===== src/include/cpmc_defines.svh =====
// Address map, key values, reset values and field positions of the clock/power control block
`ifndef CPMC_DEFINES_SVH
`define CPMC_DEFINES_SVH

// ==============================================
// Register byte addresses
`define CPMC_ADDR_POWER_KEY_FIRST 32'hFFFF0404
`define CPMC_ADDR_POWER_MODE_CONTROL 32'hFFFF0408
`define CPMC_ADDR_POWER_KEY_SECOND 32'hFFFF040C
`define CPMC_ADDR_LOOP_KEY_FIRST 32'hFFFF0410
`define CPMC_ADDR_LOOP_CLOCK_CONTROL 32'hFFFF0414
`define CPMC_ADDR_LOOP_KEY_SECOND 32'hFFFF0418
`define CPMC_ADDR_STATUS 32'hFFFF0420

// ==============================================
// Key values
`define CPMC_LOOP_KEY_FIRST_VAL 16'h00AA
`define CPMC_LOOP_KEY_SECOND_VAL 16'h0055
`define CPMC_POWER_KEY_FIRST_VAL 16'h0001
`define CPMC_POWER_KEY_SECOND_VAL 16'h00F4

// ==============================================
// Reset values and fields
`define CPMC_LOOP_CTRL_RESET 8'h21
`define CPMC_POWER_CTRL_RESET 8'h03
`define CPMC_REF_SEL_BIT 5
`define CPMC_CLK_MODE_MSB 1
`define CPMC_OP_MODE_MSB 6
`define CPMC_OP_MODE_LSB 4
`define CPMC_CDIV_MSB 2
`define CPMC_CLK_MODE_LOOP 2'h1
`define CPMC_CLK_MODE_EXT 2'h3
`define CPMC_LOOP_MULT 11'h4FB

`endif


===== src/include/cpmc_pkg.sv =====
// Types shared by the clock/power control block
package cpmc_pkg;

    typedef enum logic [2:0] {
        CPMC_OP_ACTIVE = 3'h0,
        CPMC_OP_PAUSE = 3'h1,
        CPMC_OP_NAP = 3'h2,
        CPMC_OP_SLEEP = 3'h3,
        CPMC_OP_STOP = 3'h4
    } cpmc_op_mode_t;

    typedef enum logic [2:0] {
        CPMC_G_IDLE = 3'h1,
        CPMC_G_ARMED = 3'h2,
        CPMC_G_STAGED = 3'h4
    } cpmc_guard_state_t;

    typedef struct packed {
        cpmc_guard_state_t state;
        logic [7:0] data;
        logic commit;
    } cpmc_guard_t;

endpackage


===== src/hw/cpmc_key_guard.sv =====
// Key sequence guard for one protected control register
`timescale 1ns/1ps
`default_nettype none

module cpmc_key_guard #(
    parameter logic [15:0] KEY_FIRST = 16'h0000,
    parameter logic [15:0] KEY_SECOND = 16'h0000
) (
    // Clock and reset
    input wire logic pclk,
    input wire logic presetn,
    // Taken bus write and its target
    input wire logic wr_taken,
    input wire logic hit_first,
    input wire logic hit_ctrl,
    input wire logic hit_second,
    input wire logic [15:0] wdata,
    // Committed value
    output logic commit,
    output logic [7:0] commit_data
);

    cpmc_pkg::cpmc_guard_t st;
    cpmc_pkg::cpmc_guard_t next_st;
    logic first_ok;

    assign first_ok = hit_first && (wdata == KEY_FIRST);

    always_comb begin
        next_st = st;
        next_st.commit = 1'b0;
        if (wr_taken) begin
            case (st.state)
                cpmc_pkg::CPMC_G_ARMED: begin
                    if (hit_ctrl) begin
                        next_st.state = cpmc_pkg::CPMC_G_STAGED;
                        next_st.data = wdata[7:0];
                    end else begin
                        next_st.state = first_ok ? cpmc_pkg::CPMC_G_ARMED : cpmc_pkg::CPMC_G_IDLE;
                    end
                end
                cpmc_pkg::CPMC_G_STAGED: begin
                    if (hit_second && (wdata == KEY_SECOND)) begin
                        next_st.commit = 1'b1;
                        next_st.state = cpmc_pkg::CPMC_G_IDLE;
                    end else begin
                        next_st.state = first_ok ? cpmc_pkg::CPMC_G_ARMED : cpmc_pkg::CPMC_G_IDLE;
                    end
                end
                default: begin
                    next_st.state = first_ok ? cpmc_pkg::CPMC_G_ARMED : cpmc_pkg::CPMC_G_IDLE;
                end
            endcase
        end
    end

    always_ff @(posedge pclk or negedge presetn) begin
        if (!presetn) begin
            st <= '{state: cpmc_pkg::CPMC_G_IDLE, data: 8'h00, commit: 1'b0};
        end else begin
            st <= next_st;
        end
    end

    assign commit = st.commit;
    assign commit_data = st.data;
endmodule

`default_nettype wire


===== src/hw/cpmc_top.sv =====
// Clock source and power mode control with key-protected APB registers
// How it works
// - Reference select bit 5 set picks internal oscillator; it resets to one.
// - Reference select cleared takes loop reference from the external crystal.
// - Clock mode 01 picks the loop clock, 11 the external clock pin.
// - Operating mode 6:4 picks active..stop; sleep wakes only on ext irq 0-3 or timer.
// - Divider 2:0 slows the core clock by two to the power of its value.
// - Loop multiplies its reference by 1275 to make the system clock.
// - A new clock source takes effect only while the part naps.
// - Loss of lock in loop clock mode 01 halts the core clock and raises a loop interrupt later.
//
// The APB slave port was decided locally.
`timescale 1ns/1ps
`default_nettype none
`include "cpmc_defines.svh"

module cpmc_top (
    // APB slave
    input wire logic pclk,
    input wire logic presetn,
    input wire logic psel,
    input wire logic penable,
    input wire logic pwrite,
    input wire logic [31:0] paddr,
    input wire logic [31:0] pwdata,
    output logic pready,
    output logic [31:0] prdata,
    output logic pslverr,
    // Asynchronous pins: loop lock, external interrupts 0..3, wake timer
    input wire logic loop_lock_pin,
    input wire logic [3:0] external_interrupt,
    input wire logic wake_timer,
    // Same-clock interrupt controller signals
    input wire logic other_irq,
    input wire logic loop_irq_ack,
    // Clock selection
    output logic loop_reference_select,
    output logic [1:0] clock_source_mode,
    output logic [10:0] loop_multiplier,
    output logic [2:0] operating_mode_field,
    output logic [2:0] core_clock_divider,
    output logic core_clock_enable,
    // Power domains and loop interrupt
    output logic core_powered,
    output logic peripherals_powered,
    output logic loop_powered,
    output logic timers_powered,
    output logic loop_irq
);

    // ==============================================
    // State
    typedef struct packed {
        logic loop_ref;
        logic [1:0] loop_mode;
        cpmc_pkg::cpmc_op_mode_t op_mode;
        logic [2:0] cdiv;
        logic act_ref;
        logic [1:0] act_mode;
        logic [5:0] sync1;
        logic [5:0] sync2;
        logic lock_d;
        logic irq_pend;
        logic irq_out;
        logic [6:0] div_cnt;
        logic core_en;
        logic [3:0] pwr;
        logic [31:0] rdata;
    } cpmc_state_t;

    cpmc_state_t st;
    cpmc_state_t next_st;

    // ==============================================
    // Bus decode
    logic wr_taken;
    logic rd_setup;
    logic hit_pk1;
    logic hit_pctl;
    logic hit_pk2;
    logic hit_lk1;
    logic hit_lctl;
    logic hit_lk2;
    logic hit_stat;
    logic mapped;
    logic loop_commit;
    logic power_commit;
    logic [7:0] loop_data;
    logic [7:0] power_data;

    assign wr_taken = psel && penable && pwrite;
    assign rd_setup = psel && !penable && !pwrite;
    assign hit_pk1 = (paddr == `CPMC_ADDR_POWER_KEY_FIRST);
    assign hit_pctl = (paddr == `CPMC_ADDR_POWER_MODE_CONTROL);
    assign hit_pk2 = (paddr == `CPMC_ADDR_POWER_KEY_SECOND);
    assign hit_lk1 = (paddr == `CPMC_ADDR_LOOP_KEY_FIRST);
    assign hit_lctl = (paddr == `CPMC_ADDR_LOOP_CLOCK_CONTROL);
    assign hit_lk2 = (paddr == `CPMC_ADDR_LOOP_KEY_SECOND);
    assign hit_stat = (paddr == `CPMC_ADDR_STATUS);
    assign mapped = hit_pk1 | hit_pctl | hit_pk2 | hit_lk1 | hit_lctl | hit_lk2 | hit_stat;

    // Zero wait states; unmapped access answers with an error
    assign pready = 1'b1;
    assign pslverr = psel && penable && !mapped;

    // ==============================================
    // Key guards
    cpmc_key_guard #(
        .KEY_FIRST(`CPMC_LOOP_KEY_FIRST_VAL),
        .KEY_SECOND(`CPMC_LOOP_KEY_SECOND_VAL)
    ) u_loop_guard (
        .pclk(pclk),
        .presetn(presetn),
        .wr_taken(wr_taken),
        .hit_first(hit_lk1),
        .hit_ctrl(hit_lctl),
        .hit_second(hit_lk2),
        .wdata(pwdata[15:0]),
        .commit(loop_commit),
        .commit_data(loop_data)
    );

    cpmc_key_guard #(
        .KEY_FIRST(`CPMC_POWER_KEY_FIRST_VAL),
        .KEY_SECOND(`CPMC_POWER_KEY_SECOND_VAL)
    ) u_power_guard (
        .pclk(pclk),
        .presetn(presetn),
        .wr_taken(wr_taken),
        .hit_first(hit_pk1),
        .hit_ctrl(hit_pctl),
        .hit_second(hit_pk2),
        .wdata(pwdata[15:0]),
        .commit(power_commit),
        .commit_data(power_data)
    );

    // ==============================================
    // Synchronised pin levels
    logic locked;
    logic [3:0] ext_s;
    logic timer_s;
    logic wake;
    logic core_run;
    logic [6:0] div_mask;
    logic tick;

    assign locked = st.sync2[5];
    assign ext_s = st.sync2[3:0];
    assign timer_s = st.sync2[4];

    // Wake sources per low-power mode
    always_comb begin
        case (st.op_mode)
            cpmc_pkg::CPMC_OP_PAUSE: wake = (|ext_s) || timer_s || other_irq;
            cpmc_pkg::CPMC_OP_NAP: wake = (|ext_s) || timer_s || other_irq;
            cpmc_pkg::CPMC_OP_SLEEP: wake = (|ext_s) || timer_s;
            cpmc_pkg::CPMC_OP_STOP: wake = |ext_s;
            default: wake = 1'b0;
        endcase
    end

    // Core runs only when active and its source is good
    assign core_run = (st.op_mode == cpmc_pkg::CPMC_OP_ACTIVE)
        && ((st.act_mode == `CPMC_CLK_MODE_EXT) || locked);

    assign div_mask = 7'((8'h01 << st.cdiv) - 8'h01);
    assign tick = ((st.div_cnt & div_mask) == div_mask);

    // ==============================================
    // Next state
    always_comb begin
        next_st = st;
        next_st.sync1 = {loop_lock_pin, wake_timer, external_interrupt};
        next_st.sync2 = st.sync1;
        next_st.lock_d = locked;
        next_st.div_cnt = 7'(st.div_cnt + 7'h01);
        if (loop_commit) begin
            next_st.loop_ref = loop_data[`CPMC_REF_SEL_BIT];
            next_st.loop_mode = loop_data[`CPMC_CLK_MODE_MSB:0];
        end
        if (power_commit) begin
            next_st.op_mode = cpmc_pkg::cpmc_op_mode_t'(power_data[`CPMC_OP_MODE_MSB:`CPMC_OP_MODE_LSB]);
            next_st.cdiv = power_data[`CPMC_CDIV_MSB:0];
        end else if (wake) begin
            next_st.op_mode = cpmc_pkg::CPMC_OP_ACTIVE;
        end
        if (st.op_mode == cpmc_pkg::CPMC_OP_NAP) begin
            next_st.act_ref = st.loop_ref;
            next_st.act_mode = st.loop_mode;
        end
        if (loop_irq_ack) begin
            next_st.irq_pend = 1'b0;
        end
        if (st.lock_d && !locked && st.act_mode == `CPMC_CLK_MODE_LOOP) begin
            next_st.irq_pend = 1'b1;
        end
        next_st.irq_out = next_st.irq_pend && locked;
        next_st.core_en = core_run && tick;
        case (next_st.op_mode)
            cpmc_pkg::CPMC_OP_PAUSE: next_st.pwr = 4'h7;
            cpmc_pkg::CPMC_OP_NAP: next_st.pwr = 4'h3;
            cpmc_pkg::CPMC_OP_SLEEP: next_st.pwr = 4'h1;
            cpmc_pkg::CPMC_OP_STOP: next_st.pwr = 4'h0;
            default: next_st.pwr = 4'hF;
        endcase
        if (rd_setup) begin
            next_st.rdata = 32'h00000000;
            if (hit_pctl) begin
                next_st.rdata[7:0] = {1'b0, st.op_mode, 1'b0, st.cdiv};
            end
            if (hit_lctl) begin
                next_st.rdata[7:0] = {2'h0, st.loop_ref, 3'h0, st.loop_mode};
            end
            if (hit_stat) begin
                next_st.rdata[7:0] = {2'h0, st.irq_pend, core_run, st.act_mode, st.act_ref, locked};
            end
        end
    end

    always_ff @(posedge pclk or negedge presetn) begin
        if (!presetn) begin
            st <= '{
                loop_ref: 1'b1,
                loop_mode: `CPMC_CLK_MODE_LOOP,
                op_mode: cpmc_pkg::CPMC_OP_ACTIVE,
                cdiv: 3'h3,
                act_ref: 1'b1,
                act_mode: `CPMC_CLK_MODE_LOOP,
                sync1: 6'h00,
                sync2: 6'h00,
                lock_d: 1'b0,
                irq_pend: 1'b0,
                irq_out: 1'b0,
                div_cnt: 7'h00,
                core_en: 1'b0,
                pwr: 4'hF,
                rdata: 32'h00000000
            };
        end else begin
            st <= next_st;
        end
    end

    // ==============================================
    // Outputs
    assign prdata = st.rdata;
    assign loop_reference_select = st.act_ref;
    assign clock_source_mode = st.act_mode;
    assign loop_multiplier = `CPMC_LOOP_MULT;
    assign operating_mode_field = st.op_mode;
    assign core_clock_divider = st.cdiv;
    assign core_clock_enable = st.core_en;
    assign core_powered = st.pwr[3];
    assign peripherals_powered = st.pwr[2];
    assign loop_powered = st.pwr[1];
    assign timers_powered = st.pwr[0];
    assign loop_irq = st.irq_out;
endmodule

`default_nettype wire


===== config.mk =====
export PLATFORM = sky130hd
export DESIGN_NAME = cpmc_top
export DESIGN_NICKNAME = d
export VERILOG_FILES = /design/src/include/cpmc_pkg.sv /design/src/hw/cpmc_key_guard.sv /design/src/hw/cpmc_top.sv
export VERILOG_INCLUDE_DIRS = /design/src /design/src/include
export SDC_FILE = /design/constraint.sdc
export NUM_CORES = 1
export LEC_CHECK = 0
export BUFFER_PORTS_ARGS = -buffer_cell sky130_fd_sc_hd__clkbuf_2
export CORE_MARGIN = 5
export CORE_UTILIZATION = 25
export CTS_CLUSTER_DIAMETER = 60
export DETAILED_ROUTE_END_ITERATION = 7
export PLACE_DENSITY = 0.5
export SLEW_MARGIN = 25
export SYNTH_ARGS = -nofsm -noshare
export SYNTH_HDL_FRONTEND = slang
export SYNTH_SLANG_ARGS = --single-unit

===== constraint.sdc =====
create_clock -name pclk -period 2.36 [get_ports pclk]
set_input_delay 0.236 -clock pclk [delete_from_list [all_inputs] [get_ports pclk]]
set_output_delay 0.236 -clock pclk [all_outputs]
set_load 0.005 [all_outputs]

==> impl_metrics.yaml, run 1 <==
floorplanning:
  fp-row-count: 40
  die-width_um: 122
  ios: 137
  dieArea_mm2: 0.0148
  die_h_um: 122
  start_util: 0.257
  core_region_area_mm2: 0.0122
synthesis:
  synth-edff-count: 0
  yosys_warnings: 0
  yosysUniqueCellTypes: 50
  syn_inst: 285
  synth-main-ff-cell: "dfrtp_1"
  netlist_area_mm2: 0.00313
  avgSynthCellArea_um2: 11.0
  ys_seq_area_frac: 0.509
  async_flop_share: 1.00
  yosys_register_bits: 63
outcome:
  status: "finished clean"
placement:
  gp_congestion: 0.781
  dp.cells: 516
  dpl.hpwl_mm: 5.65
  dp_slack_ps: 512
  io_buffers: 83
timing:
  clock_skew_ps: 5.03
  post-route-period-util: 0.737
  slew_headroom: 0.576
  fin_crit_ps: 1740
  tightest_slew_ps: 637
  fin_ws_ps: 620
  slew_violations: 0
  max_freq_mhz: 575
  holdWs_ps: 16.0
  rsz0062_at_grt: "false"
  finalHoldViolations: 0
  tns_ps: 0
  setup_viol: 0
finish:
  drive_above_1_share: 0.383
  fill_cells: 1248
  fin_cells: 534
  area_growth_pct: 21.7
  diodes: 0
  final-seq-area_mm2: 0.00159
  multi_input_area_mm2: 0.00124
  nets: 439
route:
  dr.pass1.iters: 4
  drcViolationCount: 0
  final_antenna_net_count: 0
  routedWlPerCell_um: 13.5
  wl_mm: 7.20
  vias_per_cell: 4.24
  vias: 2266
  drtIter0Drc: 117
grt:
  grt_pass1_vias: 2349
  grt_pass1_wl_mm: 11.7
  antenna_found_initial: 0
  grt_max_degree: 40
  track_usage: 0.101
  grt-ovfl-total: 0
critical_path:
  crit_fanout: 4
  reg2reg_depth: 4
  reg2reg_to: "loop_powered"
  r2r_slack_ps: 620
  endpoint_kind: "flop"
  critPathKind: "flop to flop"
  worstReg2RegStart: "ext_s[1]"
  critical_path_required_ps: 2610
  worstPathArrival_ps: 1990
  critPathLaunchType: "flop"
hold_path:
  hold_path_class: "primary input to flop"
  min_to: "next_st[48]"
  min-delay-start: "external_interrupt[1]"
  min_path_cells: 1
clock_network:
  clk_pin_slew_ps: 50
  cts_root_buf: "clkbuf_16"
  cts_max_path_buffers: 2
  clk_latency_ps: 320
  htreeDepth: 3
  cts_inserted_buffers: 9
  numClockSinks: 63
  cts_resized: 0
  tritoncts: "done"
flow_run:
  cap_violations: 0
power_and_ir_drop:
  p_sw_uw: 566
  clockPowerShare: 0.491
  comb_power_share: 0.056
  power.density_mw_per_mm2: 637
  p_int_uw: 1860
  power_leakage_uw: 0.00182
  swShare: 0.233
  ir_worst_vdd_mv: 0.269
  p_seq_frac: 0.453
==> state kept, by name, indices dropped and copies added, names as in the netlist, 2 cells and up <==
signal and cells:
clock_source_mode 2, core_clock_divider 3, ext_s 4, next_st 6
operating_mode_field 3, prdata 7, st 13, u_loop_guard.commit_data 3
u_loop_guard.st 3, u_power_guard.commit_data 6, u_power_guard.st 3
==> cells by family (layout without fill, tap and decap cells) <==
group           Yosys count  in the layout  share of synthesized area
fa+ha+maj                 1              1                    0.00400
simple gates             90             90                      0.167
buf+inv                  62            108                      0.137
xor+xnor                  7              7                     0.0196
mux                      18             18                     0.0648
flops                    63             63                      0.509
other cells               2             37                    0.00240
compound gates           42             42                     0.0968
==> power groups by stage <==
stage | registers (uW) | clock network, uW | logic (uW)
after floorplan | 1120 | 0 | 82.8
after global placement | 1120 | 0 | 132
after detailed placement | 1120 | 0 | 134
after CTS | 1100 | 1230 | 136
after global routing | 1100 | 1280 | 156
final | 1100 | 1190 | 136
==> worst max-delay path by stage <==
| stage | startpoint | endpoint | slack, ps | cells past startpoint |
|---|---|---|---|---|
| 6_report | ext_s[1] | loop_powered | 620 | 4 |
| 2_1_floorplan | pwdata[1] | u_power_guard.st[9] | 710 | 4 |
| 3_3_place_gp | pwdata[1] | u_power_guard.st[9] | 510 | 5 |
| 3_5_place_dp | pwdata[1] | u_power_guard.st[9] | 510 | 5 |
| 5_1_grt | ext_s[1] | loop_powered | 450 | 4 |
| 4_1_cts | ext_s[1] | loop_powered | 630 | 4 |
==> area by class of cell <==
type | count | share of cell area
clock buffers | 9 | 0.0592
inverters | 3 | 0.00296
multi-input cells | 195 | 0.326
well taps | 168 | 0.0552
flip-flops and latches | 63 | 0.418
repair buffers | 89 | 0.126
clock inverters | 7 | 0.0131
==> metal layers <==
| layer | GRT usage | up-vias | part of all wire |
|---|---|---|---|
| met3 | 0.0357 | 14 | 0.070 |
| li1 | - | 1095 | - |
| met1 | 0.126 | 1074 | 0.44 |
| met4 | 0.0385 | 0 | 0.020 |
| met2 | 0.162 | 83 | 0.47 |
| met5 | 0 | - | 0 |
==> through the flow <==
step | cell area (um2) | total power, uW | utilization
floorplan | 3260 | 1200 | -
global placement | 3510 | 1250 | 0.289
detailed placement | 3510 | 1250 | 0.289
CTS | 3800 | 2460 | 0.312
global route | 3810 | 2540 | 0.313
finish | 3810 | 2420 | 0.313
==> Yosys cell counts, drive strengths merged, types with 2 or more instances <==
cell type / n / area, um2
a21oi: 4 / 20.0
a222oi: 3 / 30.0
a22oi: 3 / 22.5
and2: 3 / 18.8
and3: 4 / 25.0
and4: 3 / 26.3
buf: 53 / 394
clkbuf: 6 / 22.5
conb: 2 / 7.51
dfrtp: 51 / 1280
dfstp: 12 / 315
inv: 3 / 11.3
mux2: 18 / 203
nand2: 23 / 86.3
nand3: 5 / 25.0
nand4: 8 / 50.1
nand4b: 2 / 17.5
nor2: 11 / 41.3
nor2b: 2 / 12.5
nor3: 6 / 30.0
nor3b: 3 / 22.5
nor4: 7 / 43.8
nor4bb: 2 / 20.0
o21ai: 12 / 63.8
o22a: 2 / 17.5
o31ai: 8 / 60.1
or3b: 3 / 26.3
or4: 3 / 26.3
xnor2: 2 / 17.5
xor2: 5 / 43.8
==> critical path, stage by stage (launching register included) <==
cell and delay (ps):
dfrtp_1 350, or4_1 600, a211oi_1 320, o31ai_1 180, a22oi_1 220
==> what timing repair did <==
| action | CTS | global route |
|---|---|---|
| hold buffers | 1 | 1 |
| endpoints found under the hold margin | 17 | 1 |
| buffers inserted | 0 | 0 |
| endpoints found under the setup margin | 0 | 0 |
==> layout by cell type (no fill, tap or decap), drive strengths merged, types with 5 or more instances in the layout <==
cell type / n
clkbuf: 92
dfrtp: 51
conb: 37
nand2: 23
mux2: 18
dfstp: 12
o21ai: 12
nor2: 11
o31ai: 8
nand4: 8
nor4: 7
nor3: 6
xor2: 5
nand3: 5
No activity file was read; power rests on OpenSTA's default activity.
==> inputs of run 2 (changes only) <==
--- a/config.mk
+++ b/config.mk
@@ -11,7 +11,7 @@
 export CORE_UTILIZATION = 25
 export CTS_CLUSTER_DIAMETER = 60
 export DETAILED_ROUTE_END_ITERATION = 7
-export PLACE_DENSITY = 0.5
+export PLACE_DENSITY = 0.51
 export SLEW_MARGIN = 25
 export SYNTH_ARGS = -nofsm -noshare
 export SYNTH_HDL_FRONTEND = slang
==> constraint.sdc (replaced) <==
create_clock -name pclk -period 1.5 [get_ports pclk]
set_input_delay 0.15 -clock pclk [delete_from_list [all_inputs] [get_ports pclk]]
set_output_delay 0.15 -clock pclk [all_outputs]
set_load 0.005 [all_outputs]
==> run 2 against run 1 <==
Compared with the run above: the run now ends with negative setup slack left; clock skew rose by 0.62 ps; via count rose by 7.9%; cell count rose by 7.1%; non-clock buffer count rose by 38; largest cell class unchanged.
==> impl_metrics.yaml, run 2 (synthesized netlist as in run 1, its figures left out) <==
critical_path:
  critPathKind: "flop to flop"
  endpoint_kind: "flop"
  path_buf_inv: 0
  reg2reg_depth: 4
  crit_chain: "or4_4 > a21bo_2 > o21ai_4 > xor2_1"
  slowest_stage: "or4_4"
  worstReg2RegStart: "ext_s[1]"
  critPathLaunchType: "flop"
  reg2reg_to: "core_powered"
  r2r_slack_ps: -70
  critical_path_required_ps: 1750
  worstPathArrival_ps: 1820
  path_delay_family: "simple AND/OR/NAND/NOR gates"
  slowest_delay_ps: 560
  crit_fanout: 5
timing:
  setup_viol: 4
  slew_violations: 0
  max_freq_mhz: 636
  rsz0062_at_grt: "true"
  post-route-period-util: 1.05
  fin_crit_ps: 1570
  fin_ws_ps: -72.4
  finalHoldViolations: 0
  clock_skew_ps: 5.65
route:
  drcViolationCount: 0
  routedWlPerCell_um: 13.6
  vias_per_cell: 4.27
  final_antenna_net_count: 0
  vias: 2444
  drtIter0Drc: 110
  wl_mm: 7.78
  dr.pass1.iters: 4
floorplanning:
  ios: 137
  core_region_area_mm2: 0.0122
  dieArea_mm2: 0.0148
  fp-row-count: 40
  start_util: 0.257
  die_h_um: 122
  die-width_um: 122
finish:
  drive_above_1_share: 0.443
  fin_area_mm2: 0.00417
  fin_cells: 572
  final-seq-area_mm2: 0.00159
  multi_input_area_mm2: 0.00128
  mostFrequentLayoutCells: "clkbuf_2 (83), dfrtp_1 (51), conb_1 (37), buf_4 (35), nand2_1 (23)"
  final_common_cell: "clkbuf_2"
  nets: 477
  max_flop_register: "st"
  fin_util: 0.343
  diodes: 0
  fill_cells: 1270
  area_growth_pct: 33.4
  largest_reg_flops: 13
outcome:
  violations: "negative setup slack"
  status: "complete, but fails checks"
clock_network:
  tritoncts: "done"
  clk_latency_ps: 320
  clk_pin_slew_ps: 50
  cts_root_buf: "clkbuf_16"
  cts_max_path_buffers: 2
  cts_inserted_buffers: 9
  htreeDepth: 3
  numClockSinks: 63
placement:
  gp_congestion: 0.774
  dp.cells: 544
  io_buffers: 83
  postPlaceCellArea_mm2: 0.00374
  dpl.hpwl_mm: 6.00
  dp_slack_ps: -227
power_and_ir_drop:
  power_leakage_uw: 0.00203
  power.density_mw_per_mm2: 976
  ir_worst_vdd_mv: 0.371
hold_path:
  min_path_cells: 2
  hold_path_class: "primary input to flop"
  min-delay-start: "loop_irq_ack"
  min_to: "st[45]"
flow_run:
  cap_violations: 0
grt:
  track_usage: 0.108
  grt_max_degree: 64
  grt_pass1_vias: 2475
  antenna_found_initial: 0
  grt_pass1_wl_mm: 12.5
  grt-ovfl-total: 0
-- run 2: changes by cell type in the layout (fill, tap and decap cells not counted), moves of 2 or more --
cell and change:
buf_4 +32, dlygate4sd3_1 +5, clkinvlp_4 -3, clkbuf_8 +2, clkinv_4 -2, nor3_1 -2
nor3_2 +2
-- run 2: area by class of cell --
| cell class | count | area share |
|---|---|---|
| repair buffers | 127 | 0.187 |
| inverters | 3 | 0.00270 |
| flip-flops and latches | 63 | 0.382 |
| clock buffers | 12 | 0.0615 |
| well taps | 168 | 0.0504 |
| clock inverters | 4 | 0.0108 |
| multi-input cells | 195 | 0.306 |
-- run 2: stage by stage --
stage | hold slack [ps] | TNS [ps] | power [uW]
after floorplan | -146 | -64.1 | 1890
after global placement | 198 | -1020 | 2000
after detailed placement | 197 | -1330 | 2000
after CTS | 42.6 | -272 | 4140
after global routing | 46.7 | -566 | 4250
final | 49.3 | -189 | 4070
-- run 2: worst max path at each step --
| stage | from | endpoint | slack [ps] | cells past startpoint |
|---|---|---|---|---|
| 2_1_floorplan | pwdata[1] | u_power_guard.st[9] | -60 | 4 |
| 3_3_place_gp | pwdata[1] | u_power_guard.st[9] | -180 | 5 |
| 3_5_place_dp | pwdata[1] | u_power_guard.st[9] | -230 | 5 |
| 4_1_cts | ext_s[1] | core_powered | -80 | 4 |
| 5_1_grt | ext_s[1] | core_powered | -150 | 4 |
| 6_report | ext_s[1] | core_powered | -70 | 4 |
-- run 2: report_power, final --
part	internal, uW	leakage (uW)	switching [uW]	total, uW
sequential	1720	0.000791	6.03	1730
combinational	125	0.00108	137	262
clock	1370	0.000152	715	2080
-- run 2: metal layers --
metal	global-route usage	up-vias	wire, um
met5	0	-	0
met4	0.0378	0	90
met3	0.0283	9	466
met2	0.179	86	3840
met1	0.136	1183	3390
li1	-	1166	-
-- run 2: timing repair --
action | CTS | global route
setup buffers | 2 | 3
hold buffers | 7 | 0
pin swaps | 1 | 4
endpoints found under the hold margin | 57 | 0
resized for setup | 2 | 4
endpoints found under the setup margin | 13 | 17
==> inputs of run 3 (changes only) <==
--- a/config.mk
+++ b/config.mk
@@ -8,11 +8,12 @@
 export LEC_CHECK = 0
 export BUFFER_PORTS_ARGS = -buffer_cell sky130_fd_sc_hd__clkbuf_2
 export CORE_MARGIN = 5
-export CORE_UTILIZATION = 25
+export CORE_UTILIZATION = 45
 export CTS_CLUSTER_DIAMETER = 60
 export DETAILED_ROUTE_END_ITERATION = 7
-export PLACE_DENSITY = 0.51
+export PLACE_DENSITY = 0.79
 export SLEW_MARGIN = 25
 export SYNTH_ARGS = -nofsm -noshare
 export SYNTH_HDL_FRONTEND = slang
+export SYNTH_HIERARCHICAL = 1
 export SYNTH_SLANG_ARGS = --single-unit
==> run 3 against run 2 <==
Compared with the run above: the flow still finishes with violations (negative setup slack); area after synthesis grew 5.5%; highest routed layer unchanged; via count rose by 2.9%; sequential cell count did not move; first-iteration DRC count decreased by 18%; utilization increased by 24 points; cell count shrank 10%; largest cell class unchanged; combinational power is 15% higher; worst hold slack got worse by 3.3 ps; critical path type is now primary input to flop.
==> impl_metrics.yaml, run 3 <==
grt:
  antenna_found_initial: 0
  grt_pass1_wl_mm: 11.6
  track_usage: 0.169
  grt-ovfl-total: 0
  grt_max_degree: 64
  grt_pass1_vias: 2474
route:
  wl_mm: 7.65
  routedWlPerCell_um: 14.8
  dr.pass1.iters: 4
  drtIter0Drc: 90
  final_antenna_net_count: 0
  vias: 2515
  vias_per_cell: 4.88
  drcViolationCount: 0
critical_path:
  crit_fanout: 2
  path_delay_family: "simple AND/OR/NAND/NOR gates"
  path_buf_inv: 1
  crit_chain: "buf_6 > nand4_1 > nor4_2 > nand4_2 > or2_4 > nor4_4 > nand4b_1 > or3_1 > or3_4 > o32ai_2"
  reg2reg_depth: 5
  reg2reg_to: "loop_powered"
  slowest_delay_ps: 340
  worstReg2RegStart: "ext_s[1]"
  endpoint_kind: "flop"
  worstPathArrival_ps: 2220
  critical_path_required_ps: 1740
  slowest_stage: "or3_4"
  r2r_slack_ps: -120
  critPathLaunchType: "primary input"
  critPathKind: "primary input to flop"
outcome:
  status: "complete, but fails checks"
  violations: "negative setup slack"
timing:
  holdWs_ps: 46.0
  post-route-period-util: 1.32
  finalHoldViolations: 0
  clock_skew_ps: 3.23
  setup_viol: 22
  slew_violations: 0
  tns_ps: -3880
  fin_crit_ps: 1980
  rsz0062_at_grt: "true"
  fin_ws_ps: -479
  max_freq_mhz: 505
synthesis:
  yosys_warnings: 6
  avgSynthCellArea_um2: 10.7
  netlist_area_mm2: 0.00330
  syn_inst: 307
power_and_ir_drop:
  ir_worst_vdd_mv: 0.396
  power.density_mw_per_mm2: 786
  power_leakage_uw: 0.00200
clock_network:
  numClockSinks: 63
  cts_root_buf: "clkbuf_8"
  clk_pin_slew_ps: 70
  cts_max_path_buffers: 2
  htreeDepth: 3
  clk_latency_ps: 340
  cts_inserted_buffers: 9
  tritoncts: "done"
floorplanning:
  core_region_area_mm2: 0.00721
  ios: 137
  die_h_um: 95.6
  fp-row-count: 31
  die-width_um: 95.6
  dieArea_mm2: 0.00914
  start_util: 0.457
placement:
  dpl.hpwl_mm: 5.65
  io_buffers: 83
  postPlaceCellArea_mm2: 0.00370
  gp_congestion: 0.832
finish:
  drive_above_1_share: 0.486
  nets: 489
  diodes: 0
  fin_area_mm2: 0.00420
  mostFrequentLayoutCells: "clkbuf_2 (79), dfrtp_1 (51), conb_1 (37), buf_4 (27), nand2_1 (18)"
  area_growth_pct: 27.3
  largest_reg_flops: 13
  final_common_cell: "clkbuf_2"
  max_flop_register: "st"
hold_path:
  min-delay-start: "loop_irq_ack"
  min_to: "st[45]"
  hold_path_class: "primary input to flop"
  min_path_cells: 2
flow_run:
  cap_violations: 0
## run 3: cell type report
class,count,area [um2]
clock buffer,9,124
clock inverter,7,47.5
fill,627,3020
inverter,12,45.0
multi-input combinational,201,1470
sequential,63,1590
tap,99,124
timing repair buffer,124,801
## run 3: how the worst max path moves through the flow
stage | endpoint | slack [ps] | cells past startpoint | from
CTS | u_loop_guard/st[10] | -480 | 10 | paddr[24]
global placement | u_loop_guard/st[10] | -1000 | 9 | paddr[11]
detailed placement | u_loop_guard/st[10] | -1060 | 10 | paddr[25]
global route | u_loop_guard/st[10] | -580 | 10 | paddr[22]
floorplan | u_loop_guard/st[10] | -710 | 9 | paddr[25]
finish | u_loop_guard/st[10] | -480 | 10 | paddr[24]
## run 3: worst reg2reg max path, cell delays in order, from the launching register on
cell and delay [ps]:
dfrtp_1 360, or4_4 570, a211oi_2 210, a21o_1 180
and2_4 190, a21oi_2 40
## run 3: metal layers
metal / vias up / global-route usage / wire (um)
met2: 119 / 0.291 / 3890
met5: - / 0 / 0
met4: 0 / 0.0889 / 193
met1: 1187 / 0.192 / 2950
met3: 16 / 0.0450 / 614
li1: 1193 / - / -
## run 3: report_power, final
group | internal (uW) | switching [uW]
Clock | 596 | 663
Sequential | 1730 | 10.4
Combinational | 141 | 161
Total | 2460 | 834
## run 3: per-stage QoR
stage,power (uW),utilization,setup slack [ps],cells
after global routing,3450,0.582,-584,515
after CTS,3330,0.570,-477,513
final,3300,0.582,-479,515
after global placement,2020,0.514,-1000,483
after detailed placement,2030,0.514,-1060,483
after floorplan,1910,-,-711,342
## run 3: repair_timing
| action | 4_1_cts | 5_1_grt |
|---|---|---|
| pin swaps | 15 | 7 |
| resized for setup | 22 | 17 |
| setup endpoints to repair | 22 | 25 |
| hold endpoints to repair | 57 | 0 |
| buffers inserted | 9 | 5 |
| hold buffers | 7 | 0 |
